$ cat src/gps_consts.svh
/*
  Offsets, field positions, reset values and codes of the gigabit
  status / link control register bank.
  Assumes inclusion by bare name from each design file.
*/
`ifndef GPS_CONSTS_SVH
`define GPS_CONSTS_SVH

`define GPS_ADDR_W 5
`define GPS_DATA_W 16
`define GPS_CNT_W 8

`define GPS_OFS_AN_EXP 5'h06
`define GPS_OFS_MS_STAT 5'h0a
`define GPS_OFS_EXT_STAT 5'h0f
`define GPS_OFS_LINK_CTRL 5'h10
`define GPS_OFS_MODE_CTRL 5'h11

`define GPS_MS_FAULT_BIT 15
`define GPS_MS_MASTER_BIT 14
`define GPS_MS_LRX_BIT 13
`define GPS_MS_RRX_BIT 12
`define GPS_MS_LPFD_BIT 11
`define GPS_MS_LPHD_BIT 10
`define GPS_MS_CNT_HI 7
`define GPS_MS_CNT_LO 0

`define GPS_EXP_PAGE_BIT 1

`define GPS_EXT_STAT_VALUE 16'h3000

`define GPS_LC_SO_HI 9
`define GPS_LC_SO_LO 8
`define GPS_LC_LB_HI 5
`define GPS_LC_LB_LO 4
`define GPS_LC_LB_EN_BIT 3
`define GPS_LC_PWR_DIS_BIT 2
`define GPS_LC_LOGIC_RESET_BIT_BIT 0
`define GPS_LC_WMASK 16'h033d
`define GPS_LC_RESET 16'h0020

`define GPS_MC_SO_EN_BIT 7
`define GPS_MC_WMASK 16'h0080
`define GPS_MC_RESET 16'h0000

`define GPS_WORD_ZERO 16'h0000
`define GPS_CNT_ZERO 8'h00
`define GPS_CNT_MAX 8'hff
`define GPS_CNT_ONE 8'h01

`define GPS_ATT_ZERO 3'h0
`define GPS_ATT_ONE 3'h1
`define GPS_ATT_CODE0 3'h7
`define GPS_ATT_CODE1 3'h5
`define GPS_ATT_CODE2 3'h4
`define GPS_ATT_CODE3 3'h3

`endif

$ cat src/gps_pkg.sv
/*
  Types of the gigabit status / link control register bank.
  Assumes gps_consts.svh for the figures.
*/
`include "gps_consts.svh"

package gps_pkg;
  typedef logic [`GPS_ADDR_W-1:0] gps_addr_t;
  typedef logic [`GPS_DATA_W-1:0] gps_word_t;
  typedef logic [`GPS_CNT_W-1:0] gps_count_t;
  typedef logic [2:0] gps_attempt_t;
  typedef enum logic [1:0] {
    GPS_SO_IDLE,
    GPS_SO_COUNT,
    GPS_SO_DOWN
  } gps_so_state_t;
endpackage

$ cat src/gps_core_if.sv
/*
  Carrier between the register bank and its idle error counter and
  speed optimizer.
  Assumes all three sit on the same clock.
*/
`timescale 1ns/1ps

interface gps_core_if;
  import gps_pkg::*;
  logic idle_err;
  logic cnt_clr_rd;
  logic cnt_clr_rst;
  gps_count_t idle_count;
  logic idle_ovf;
  logic so_en;
  logic [1:0] so_code;
  logic an_fail;
  logic an_ok;
  logic so_clr;
  logic so_down;

  modport ctl (
    output idle_err, cnt_clr_rd, cnt_clr_rst, so_en, so_code, an_fail, an_ok, so_clr,
    input idle_count, idle_ovf, so_down
  );
  modport cnt (
    input idle_err, cnt_clr_rd, cnt_clr_rst,
    output idle_count, idle_ovf
  );
  modport spd (
    input so_en, so_code, an_fail, an_ok, so_clr,
    output so_down
  );
endinterface

$ cat src/gps_regs.sv
/*
  Gigabit master/slave status, extended ability and link control
  registers of a copper transceiver, with their page-received and
  speed-optimize companions, the idle error counter and speed optimizer.
  Assumes a management port with one-cycle strobes, read data in the
  cycle after the read strobe, and status inputs synchronous to clk.
*/
// The address-and-strobe port was chosen for this implementation.
`timescale 1ns/1ps
`include "gps_consts.svh"

module gps_regs (
  input wire logic clk,
  input wire logic rst_n,
  input wire gps_pkg::gps_addr_t reg_addr,
  input wire gps_pkg::gps_word_t reg_wdata,
  input wire logic reg_wr,
  input wire logic reg_rd,
  output gps_pkg::gps_word_t reg_rdata,
  input wire logic soft_reset,
  input wire logic ms_config_fault,
  input wire logic ms_resolved_master,
  input wire logic local_rx_ok,
  input wire logic remote_rx_ok,
  input wire logic partner_gig_full_duplex_able,
  input wire logic partner_gig_half_duplex_able,
  input wire logic page_received,
  input wire logic rx_idle,
  input wire logic rx_symbol_error,
  input wire logic an_attempt_failed,
  input wire logic an_attempt_ok,
  input wire logic idle_error_rate_high,
  output logic [1:0] link_break_threshold,
  output logic link_break_enable,
  output logic link_fail,
  output logic power_opt_enable,
  output logic speed_downshift,
  output logic logic_reset,
  output logic idle_count_overflow
);
  import gps_pkg::*;

  gps_core_if core ();

  gps_word_t link_control;
  gps_word_t next_link_control;
  gps_word_t mode_control;
  gps_word_t next_mode_control;
  logic fault_flag;
  logic next_fault_flag;
  logic page_flag;
  logic next_page_flag;
  gps_word_t rdata;
  gps_word_t next_rdata;
  logic fail;
  logic next_fail;

  logic wr_link_ctrl;
  logic wr_mode_ctrl;
  logic rd_ms_stat;
  logic rd_an_exp;

  function automatic logic reg_hit(input gps_addr_t addr, input gps_addr_t ofs);
    reg_hit = (addr == ofs);
  endfunction

  function automatic gps_word_t masked_write(
    input gps_word_t old_value,
    input gps_word_t new_value,
    input gps_word_t mask
  );
    masked_write = (old_value & ~mask) | (new_value & mask);
  endfunction

  assign wr_link_ctrl = reg_wr && reg_hit(reg_addr, `GPS_OFS_LINK_CTRL);
  assign wr_mode_ctrl = reg_wr && reg_hit(reg_addr, `GPS_OFS_MODE_CTRL);
  assign rd_ms_stat = reg_rd && reg_hit(reg_addr, `GPS_OFS_MS_STAT);
  assign rd_an_exp = reg_rd && reg_hit(reg_addr, `GPS_OFS_AN_EXP);

  // control registers
  always_comb begin
    next_link_control = link_control;
    next_mode_control = mode_control;
    if (wr_link_ctrl) begin
      next_link_control = masked_write(link_control, reg_wdata, `GPS_LC_WMASK);
    end
    if (wr_mode_ctrl) begin
      next_mode_control = masked_write(mode_control, reg_wdata, `GPS_MC_WMASK);
    end
  end

  always_ff @(posedge clk) begin
    if (!rst_n) begin
      link_control <= `GPS_LC_RESET;
      mode_control <= `GPS_MC_RESET;
    end else begin
      link_control <= next_link_control;
      mode_control <= next_mode_control;
    end
  end

  // latching-high flags, set beats clear on read
  always_comb begin
    next_fault_flag = fault_flag;
    next_page_flag = page_flag;
    if (rd_ms_stat) begin
      next_fault_flag = 1'b0;
    end
    if (ms_config_fault) begin
      next_fault_flag = 1'b1;
    end
    if (rd_an_exp) begin
      next_page_flag = 1'b0;
    end
    if (page_received) begin
      next_page_flag = 1'b1;
    end
  end

  always_ff @(posedge clk) begin
    if (!rst_n) begin
      fault_flag <= 1'b0;
      page_flag <= 1'b0;
    end else begin
      fault_flag <= next_fault_flag;
      page_flag <= next_page_flag;
    end
  end

  // read data, valid only in the cycle after the strobe
  always_comb begin
    next_rdata = `GPS_WORD_ZERO;
    if (reg_rd) begin
      case (reg_addr)
        `GPS_OFS_MS_STAT: begin
          next_rdata[`GPS_MS_FAULT_BIT] = fault_flag;
          next_rdata[`GPS_MS_MASTER_BIT] = ms_resolved_master;
          next_rdata[`GPS_MS_LRX_BIT] = local_rx_ok;
          next_rdata[`GPS_MS_RRX_BIT] = remote_rx_ok;
          next_rdata[`GPS_MS_LPFD_BIT] = partner_gig_full_duplex_able;
          next_rdata[`GPS_MS_LPHD_BIT] = partner_gig_half_duplex_able;
          next_rdata[`GPS_MS_CNT_HI:`GPS_MS_CNT_LO] = core.idle_count;
        end
        `GPS_OFS_AN_EXP: begin
          next_rdata[`GPS_EXP_PAGE_BIT] = page_flag;
        end
        `GPS_OFS_EXT_STAT: begin
          next_rdata = `GPS_EXT_STAT_VALUE;
        end
        `GPS_OFS_LINK_CTRL: begin
          next_rdata = link_control & `GPS_LC_WMASK;
        end
        `GPS_OFS_MODE_CTRL: begin
          next_rdata = mode_control & `GPS_MC_WMASK;
        end
        default: begin
          next_rdata = `GPS_WORD_ZERO;
        end
      endcase
    end
  end

  always_ff @(posedge clk) begin
    if (!rst_n) begin
      rdata <= `GPS_WORD_ZERO;
    end else begin
      rdata <= next_rdata;
    end
  end

  assign reg_rdata = rdata;

  // link break decision, held off while logic is in reset
  always_comb begin
    next_fail = 1'b0;
    if (link_control[`GPS_LC_LB_EN_BIT] && !link_control[`GPS_LC_LOGIC_RESET_BIT_BIT]) begin
      next_fail = idle_error_rate_high;
    end
  end

  always_ff @(posedge clk) begin
    if (!rst_n) begin
      fail <= 1'b0;
    end else begin
      fail <= next_fail;
    end
  end

  // idle error counter hookup
  // count errors seen during idles
  assign core.idle_err = rx_idle && rx_symbol_error;
  // clear on read of the status word
  assign core.cnt_clr_rd = rd_ms_stat;
  // clear on hardware, software and logic reset
  assign core.cnt_clr_rst = soft_reset || link_control[`GPS_LC_LOGIC_RESET_BIT_BIT];

  // speed optimizer hookup
  // runs only with the enable bit
  assign core.so_en = mode_control[`GPS_MC_SO_EN_BIT];
  assign core.so_code = link_control[`GPS_LC_SO_HI:`GPS_LC_SO_LO];
  assign core.an_fail = an_attempt_failed;
  assign core.an_ok = an_attempt_ok;
  // logic reset clears internal state only
  assign core.so_clr = soft_reset || link_control[`GPS_LC_LOGIC_RESET_BIT_BIT];

  gps_idle_cnt u_idle_cnt (
    .clk (clk),
    .rst_n (rst_n),
    .cif (core)
  );

  gps_speed_opt u_speed_opt (
    .clk (clk),
    .rst_n (rst_n),
    .sif (core)
  );

  // threshold select to the error rate monitor
  assign link_break_threshold = link_control[`GPS_LC_LB_HI:`GPS_LC_LB_LO];
  assign link_break_enable = link_control[`GPS_LC_LB_EN_BIT];
  assign link_fail = fail;
  // power optimization active while bit is zero
  assign power_opt_enable = !link_control[`GPS_LC_PWR_DIS_BIT];
  assign speed_downshift = core.so_down;
  // held while software keeps bit 0 set
  assign logic_reset = link_control[`GPS_LC_LOGIC_RESET_BIT_BIT];
  // overflow event for the interrupt logic
  assign idle_count_overflow = core.idle_ovf;
endmodule

$ cat src/gps_idle_cnt.sv
/*
  Saturating idle error counter, cleared on read and on any reset.
  Assumes one-cycle error, clear and read pulses on clk.
*/
`timescale 1ns/1ps
`include "gps_consts.svh"

module gps_idle_cnt (
  input wire logic clk,
  input wire logic rst_n,
  gps_core_if.cnt cif
);
  import gps_pkg::*;

  gps_count_t count;
  gps_count_t next_count;
  logic ovf;
  logic next_ovf;

  always_comb begin
    next_count = count;
    next_ovf = 1'b0;
    if (cif.cnt_clr_rst) begin
      next_count = `GPS_CNT_ZERO;
    end else if (cif.idle_err) begin
      if (count == `GPS_CNT_MAX) begin
        next_ovf = 1'b1;
        next_count = cif.cnt_clr_rd ? `GPS_CNT_ONE : `GPS_CNT_MAX;
      end else begin
        next_count = cif.cnt_clr_rd ? `GPS_CNT_ONE : gps_count_t'(count + `GPS_CNT_ONE);
      end
    end else if (cif.cnt_clr_rd) begin
      next_count = `GPS_CNT_ZERO;
    end
  end

  always_ff @(posedge clk) begin
    if (!rst_n) begin
      count <= `GPS_CNT_ZERO;
      ovf <= 1'b0;
    end else begin
      count <= next_count;
      ovf <= next_ovf;
    end
  end

  assign cif.idle_count = count;
  assign cif.idle_ovf = ovf;
endmodule

$ cat src/gps_speed_opt.sv
/*
  Speed optimizer: counts failed negotiation attempts and asks for a
  lower advertised speed once the selected count is reached.
  Assumes one-cycle attempt result pulses on clk.
*/
`timescale 1ns/1ps
`include "gps_consts.svh"

module gps_speed_opt (
  input wire logic clk,
  input wire logic rst_n,
  gps_core_if.spd sif
);
  import gps_pkg::*;

  gps_so_state_t state;
  gps_so_state_t next_state;
  gps_attempt_t fails;
  gps_attempt_t next_fails;

  function automatic gps_attempt_t attempt_limit(input logic [1:0] code);
    case (code)
      2'h0: attempt_limit = `GPS_ATT_CODE0;
      2'h1: attempt_limit = `GPS_ATT_CODE1;
      2'h2: attempt_limit = `GPS_ATT_CODE2;
      default: attempt_limit = `GPS_ATT_CODE3;
    endcase
  endfunction

  always_comb begin
    next_state = state;
    next_fails = fails;
    case (state)
      GPS_SO_IDLE: begin
        next_fails = `GPS_ATT_ZERO;
        if (sif.so_en) begin
          next_state = GPS_SO_COUNT;
        end
      end
      GPS_SO_COUNT: begin
        if (!sif.so_en) begin
          next_state = GPS_SO_IDLE;
        end else if (sif.an_ok) begin
          next_fails = `GPS_ATT_ZERO;
        end else if (sif.an_fail) begin
          next_fails = gps_attempt_t'(fails + `GPS_ATT_ONE);
          if (next_fails >= attempt_limit(sif.so_code)) begin
            next_state = GPS_SO_DOWN;
          end
        end
      end
      GPS_SO_DOWN: begin
        if (!sif.so_en) begin
          next_state = GPS_SO_IDLE;
        end
      end
      default: next_state = GPS_SO_IDLE;
    endcase
    if (sif.so_clr) begin
      next_state = GPS_SO_IDLE;
      next_fails = `GPS_ATT_ZERO;
    end
  end

  always_ff @(posedge clk) begin
    if (!rst_n) begin
      state <= GPS_SO_IDLE;
      fails <= `GPS_ATT_ZERO;
    end else begin
      state <= next_state;
      fails <= next_fails;
    end
  end

  assign sif.so_down = (state == GPS_SO_DOWN);
endmodule

$ cat config.mk
export PLATFORM = sky130hd
export DESIGN_NAME = gps_regs
export DESIGN_NICKNAME = d
export VERILOG_FILES = /design/src/gps_pkg.sv /design/src/gps_core_if.sv /design/src/gps_regs.sv /design/src/gps_idle_cnt.sv /design/src/gps_speed_opt.sv
export VERILOG_INCLUDE_DIRS = /design/src
export SDC_FILE = /design/constraint.sdc
export NUM_CORES = 1
export LEC_CHECK = 0
export ABC_AREA = 1
export BUFFER_PORTS_ARGS = -buffer_cell sky130_fd_sc_hd__buf_2
export CAP_MARGIN = 20
export CORE_MARGIN = 2
export CORE_UTILIZATION = 45
export CTS_CLUSTER_DIAMETER = 120
export DETAILED_ROUTE_END_ITERATION = 7
export PLACE_DENSITY = 0.81
export SYNTH_ARGS = -nofsm -noshare
export SYNTH_HDL_FRONTEND = slang
export SYNTH_SLANG_ARGS = --single-unit
$ cat constraint.sdc
create_clock -name clk -period 1.6 [get_ports clk]
set_clock_uncertainty 0.15 [all_clocks]
set_input_delay 0.08 -clock clk [delete_from_list [all_inputs] [get_ports clk]]
set_output_delay 0.08 -clock clk [all_outputs]
set_load 0.01 [all_outputs]
* After elaboration in Yosys (flattened, before gate mapping)
Cells that the tools add are included.
Widths: inputs -> output; s select.
** Word-level totals
- Register bits after elaboration :: 65
- Input bits :: 38
- Output and inout port bits :: 24
- Word-level logic and storage cells :: 87
** Cells by class
- Add/subtract/negate cells :: 2
- $lt $le $gt $ge :: 1
- Equal/unequal tests :: 17
- Mux-type cells :: 30
- Bitwise operators :: 4
- Reduce and logical (&&, ||, !) cells :: 22
** Operators by type and width (number)
- $mux 8 :: 5
- $mux 3 :: 7
- $pmux 6 s3 :: 1
- $or 16x10->16 :: 1
- $or 16x8->16 :: 1
- $mux 2 :: 6
- $pmux 6 s2 :: 1
- $eq 5x4->1 const B :: 2
- $eq 5x5->1 const B :: 2
- $ne 3x3->1 const B :: 3
- $pmux 3 s3 :: 1
- $add 8x1->8 const B :: 1
- $eq 8x8->1 const B :: 1
- $reduce_bool 2->1 :: 4
- $logic_and 1x1->1 :: 6
- $ne 2x2->1 const B :: 3
- $pmux 2 s3 :: 1
- $pmux 3 s2 :: 1
- $reduce_and 3->1 :: 2
- $eq 5x3->1 const B :: 1
- $mux 1 :: 5
- $reduce_and 5->1 :: 1
- $eq 2x1->1 const B :: 2
- $eq 2x2->1 const B :: 2
- other kinds (11) :: 16

* Longest topological paths before layout
- Depth after elaboration :: 12
- Gate-level depth with buffers :: 9
- Depth with buffers taken out :: 9

* Cells and area by module
Synthesis repeated with hierarchy kept, for this count alone.
** Unflattened totals
- Cell total of the unflattened synthesis :: 283
- Area, all modules :: 2020.7 sq um
** Modules (own cells, without submodules)
- gps_regs :: times used 1, cells each 145, area each 1096.1 sq um, sequential area each 540.5 sq um
- gps_idle_cnt :: times used 1, cells each 77, area each 524.3 sq um, sequential area each 180.2 sq um
- gps_speed_opt :: times used 1, cells each 61, area each 400.4 sq um, sequential area each 100.1 sq um

* Worst setup path before layout
No wires, ideal clock.
- Path kind :: reg-to-reg
- Start point :: register u_speed_opt.fails[0]
- End point :: register u_speed_opt.state[0]
- Library setup time :: 0.057 ns
- Data arrival time :: 1.419 ns
- Required time :: 1.393 ns
- Path slack :: -0.026 ns
- Stages on the path, launching flop included :: 10
- Path buffers :: 0
- Clock period less this slack :: 1.626 ns
- Cell sequence :: dfxtp_1 -> ha_1 -> xnor2_1 -> inv_1 -> ha_1 -> a21oi_1 -> nand3_1 -> nand4_1 -> nand4_1 -> inv_1
** On the way
- Cells in the longest elaborated chain, start to end :: 4
** Ends and longest elaborated chain
- start, declared :: RTL line gps_speed_opt.sv:18 : gps_attempt_t fails;
- start signal, assigned :: RTL line gps_speed_opt.sv:68 : fails <= `GPS_ATT_ZERO;
- start signal, assigned :: RTL line gps_speed_opt.sv:71 : fails <= next_fails;
- $add 3x1->3 (no line)
- $ge 3x3->1 :: RTL line gps_speed_opt.sv:47 : if (next_fails >= attempt_limit(sif.so_code)) begin
- $ne 3x2->1 (no line)
- $reduce_and 5->1 (no line)
- end signal, assigned :: RTL line gps_speed_opt.sv:70 : state <= next_state;
- end, declared :: RTL line gps_speed_opt.sv:16 : gps_so_state_t state;
No other way between the ends.
A chain may end at the register's enable or synchronous reset.

* Worst setup path in the final report
- Start point :: register u_speed_opt.fails[1]
- End point :: register u_speed_opt.state[1]
Same word-level chain as after synthesis.

==> metrics.yaml <==
status: "finished, violations left"
violations: "setup timing"
rsz0062_at_grt: "true"
syn_area_um2: 1880
first_pass_iters: 4
dr_wl_met3_um: 240
power.leakage_nw: 1.20
placement_rows: 23
syn-num-nets: 296
diodes: 0
grt_antenna_before_repair: 0
die_x_um: 68.7
finalInstanceArea_um2: 2670
startpoint: "u_speed_opt.fails[1]"
yosysMostFrequentCell: "nand2_1"
synth_largest_area_cell: "dfxtp_1"
cp-start-kind: "flop"
grt_max_degree: 15
ys_async_sr_fraction_pct: 0
die_area_um2: 4720
drt-initial-drc-count: 79
gp_congestion: 0.881
htreeDepth: 2
io_buffers: 53
dp_hpwl_um: 3220
netlist.area_leader.share_pct: 43.6
start_util_pct: 46.8
r2r-start: "u_speed_opt.fails[1]"
ys_ff_latch: 41
vias: 1902
fmax_ghz: 0.601
hold_path.class: "input port to flop"
ys_types: 26
ys.flop_type: "dfxtp_1"
synth_edf_count: 0
irDropWorstVdd_uv: 544
core_area_um2: 4030
ys.warnings.count: 0
slew_headroom_pct: 79.8
power_per_cell_area_nw_per_um2: 712
postSynthCellCount: 251
ys_top_cells_by_count: "nand2_1, dfxtp_1, nor2_1"
wl_um: 4900
dr_wl_met2_um: 2400
drtAntennaViolNets: 0
highest_layer: "met4"
path_cells: "ha_4 -> xnor2_2 -> inv_2 -> ha_4 -> nand3b_1 -> nand3_2 -> nand4_1 -> a21oi_2"
drive_gt1_share_pct: 31.1
wl_met1_um: 2150
cts.path.max_buffers: 2
numCtsBuffers: 5
viasPerCell: 4.86
crit_top_cell: "ha_4"
worstMarginPinSlew_ps: 300
crit_path_end_kind: "flop"
finalSetupViolCount: 2
cts_tree: "done"
place_area_um2: 2240
cts_root_buf: "clkbuf_8"
max_cap_violations: 0
holdCritStartpoint: "reg_addr[1]"
whs_ps: 12.6
synthToLayoutAreaGrowth_pct: 41.5
crit_required_ps: 1680
fin_crit_sh_pct: 104
die_y_um: 68.7
synthTopCellsByArea: "dfxtp_1, nand2_1, a21oi_1"
final.setup.worst_slack_ps: -65.1
grt_pass1_vias: 1735
seq_area_frac_synth_pct: 43.6
cts_sinks: 41
layout.nets: 386
fin_crit_ps: 1670
crit_type: "flop to flop"
clock_latency_ps: 290
hold_viol: 0
slew_viol_final: 0
fill_cells: 319
synth_area_per_cell_um2: 7.51
drc: 0
final_util_pct: 66.2
crit_path_top_delay_cell: "dfxtp_2"
wire_per_inst_um: 12.5
clk_pin_slew_worst_paths_ps: 70
overflow: 0
slowest_delay_ps: 340
arrival_ps: 1750
grt_pass1_wl_um: 7580
path_max_fanout: 3
io_pins: 62
grt_usage_pct: 22.4
## metrics by stage
stage	instances	setup TNS [ps]	worst slack, ps	total power, mW
2_1_floorplan	251	0	18.4	1.12
3_3_place_gp	356	-2.69	-2.69	1.19
3_5_place_dp	356	-134	-73.4	1.19
4_1_cts	391	-142	-74.7	1.91
5_1_grt	391	-208	-107	1.98
6_report	391	-119	-65.1	1.90
## state kept, by name (all words and copies together) (netlist names), 2 cells and up
signal                     flops
reg_rdata                     16
u_speed_opt.fails              3
u_speed_opt.state              2
u_idle_cnt.cif.idle_count      8
link_control                   7
## worst max-delay path, delay by kind of cell, from the launching register on
| family | cells | cell delay, ps |
|---|---|---|
| adder cells (fa/ha/maj) | 2 | 450 |
| AND/OR/NAND/NOR | 3 | 320 |
| buffers and inverters | 1 | 70 |
| flip-flops | 1 | 340 |
| AO/OA/AOI/OAI | 1 | 140 |
| XOR/XNOR | 1 | 130 |
## report_power, final
| part | switching, mW | internal (mW) |
|---|---|---|
| registers | 0.00595 | 1.03 |
| clock network | 0.335 | 0.342 |
| logic | 0.0918 | 0.0963 |
## cells in the final DEF, fill, tap and decap left out, drive strengths merged
cell type    count
a21oi           27
and2             1
buf             63
clkbuf           7
dfxtp           41
dlygate4sd3     27
ha               7
inv             31
nand2           60
nand3           19
nand3b           1
nand4            5
nor2            30
nor3             5
nor4             1
o21ai           14
xnor2            2
## what timing repair did
action | in CTS | in global routing
hold endpoints to repair | 21 | 0
setup endpoints to repair | 2 | 9
pin swaps | 1 | 1
buffers inserted | 1 | 0
hold buffers | 27 | 0
resized for setup | 8 | 7
## cell type report
type	count	area (um2)	area share [%]
Inverter	31	116	4.36
Multi-Input combinational cell	172	965	36.2
Sequential cell	41	826	31.0
Timing Repair Buffer	90	611	22.9
Clock buffer	7	86.3	3.24
Tap cell	50	62.6	2.35
## cell families (layout without fill, tap and decap cells)
kind of cell | count (synthesis) | in the layout | synth area share (%)
buffers and inverters | 38 | 128 | 9.03
and+or+nand+nor | 122 | 122 | 29.4
adders and majority gates | 7 | 7 | 4.65
xor gates and xnor gates | 2 | 2 | 0.930
AOI/OAI and AO/OA | 41 | 41 | 12.5
DFF | 41 | 41 | 43.6
## path summary, 6_finish.rpt
path | endpoint | slack [ps] | cells past startpoint
max | u_speed_opt.state[1] | -70 | 8
min | reg_rdata[12] | 10 | 3
max reg2reg | u_speed_opt.state[1] | -70 | 8
min reg2reg | reg_rdata[15] | 320 | 2
## layer usage
layer  global-route usage, %  up-vias
li1                        -      986
met1                    24.9      846
met2                    40.1       61
met3                    5.19        9
met4                    10.8        0
met5                       0        -
Power figures use the tool's default switching activity.
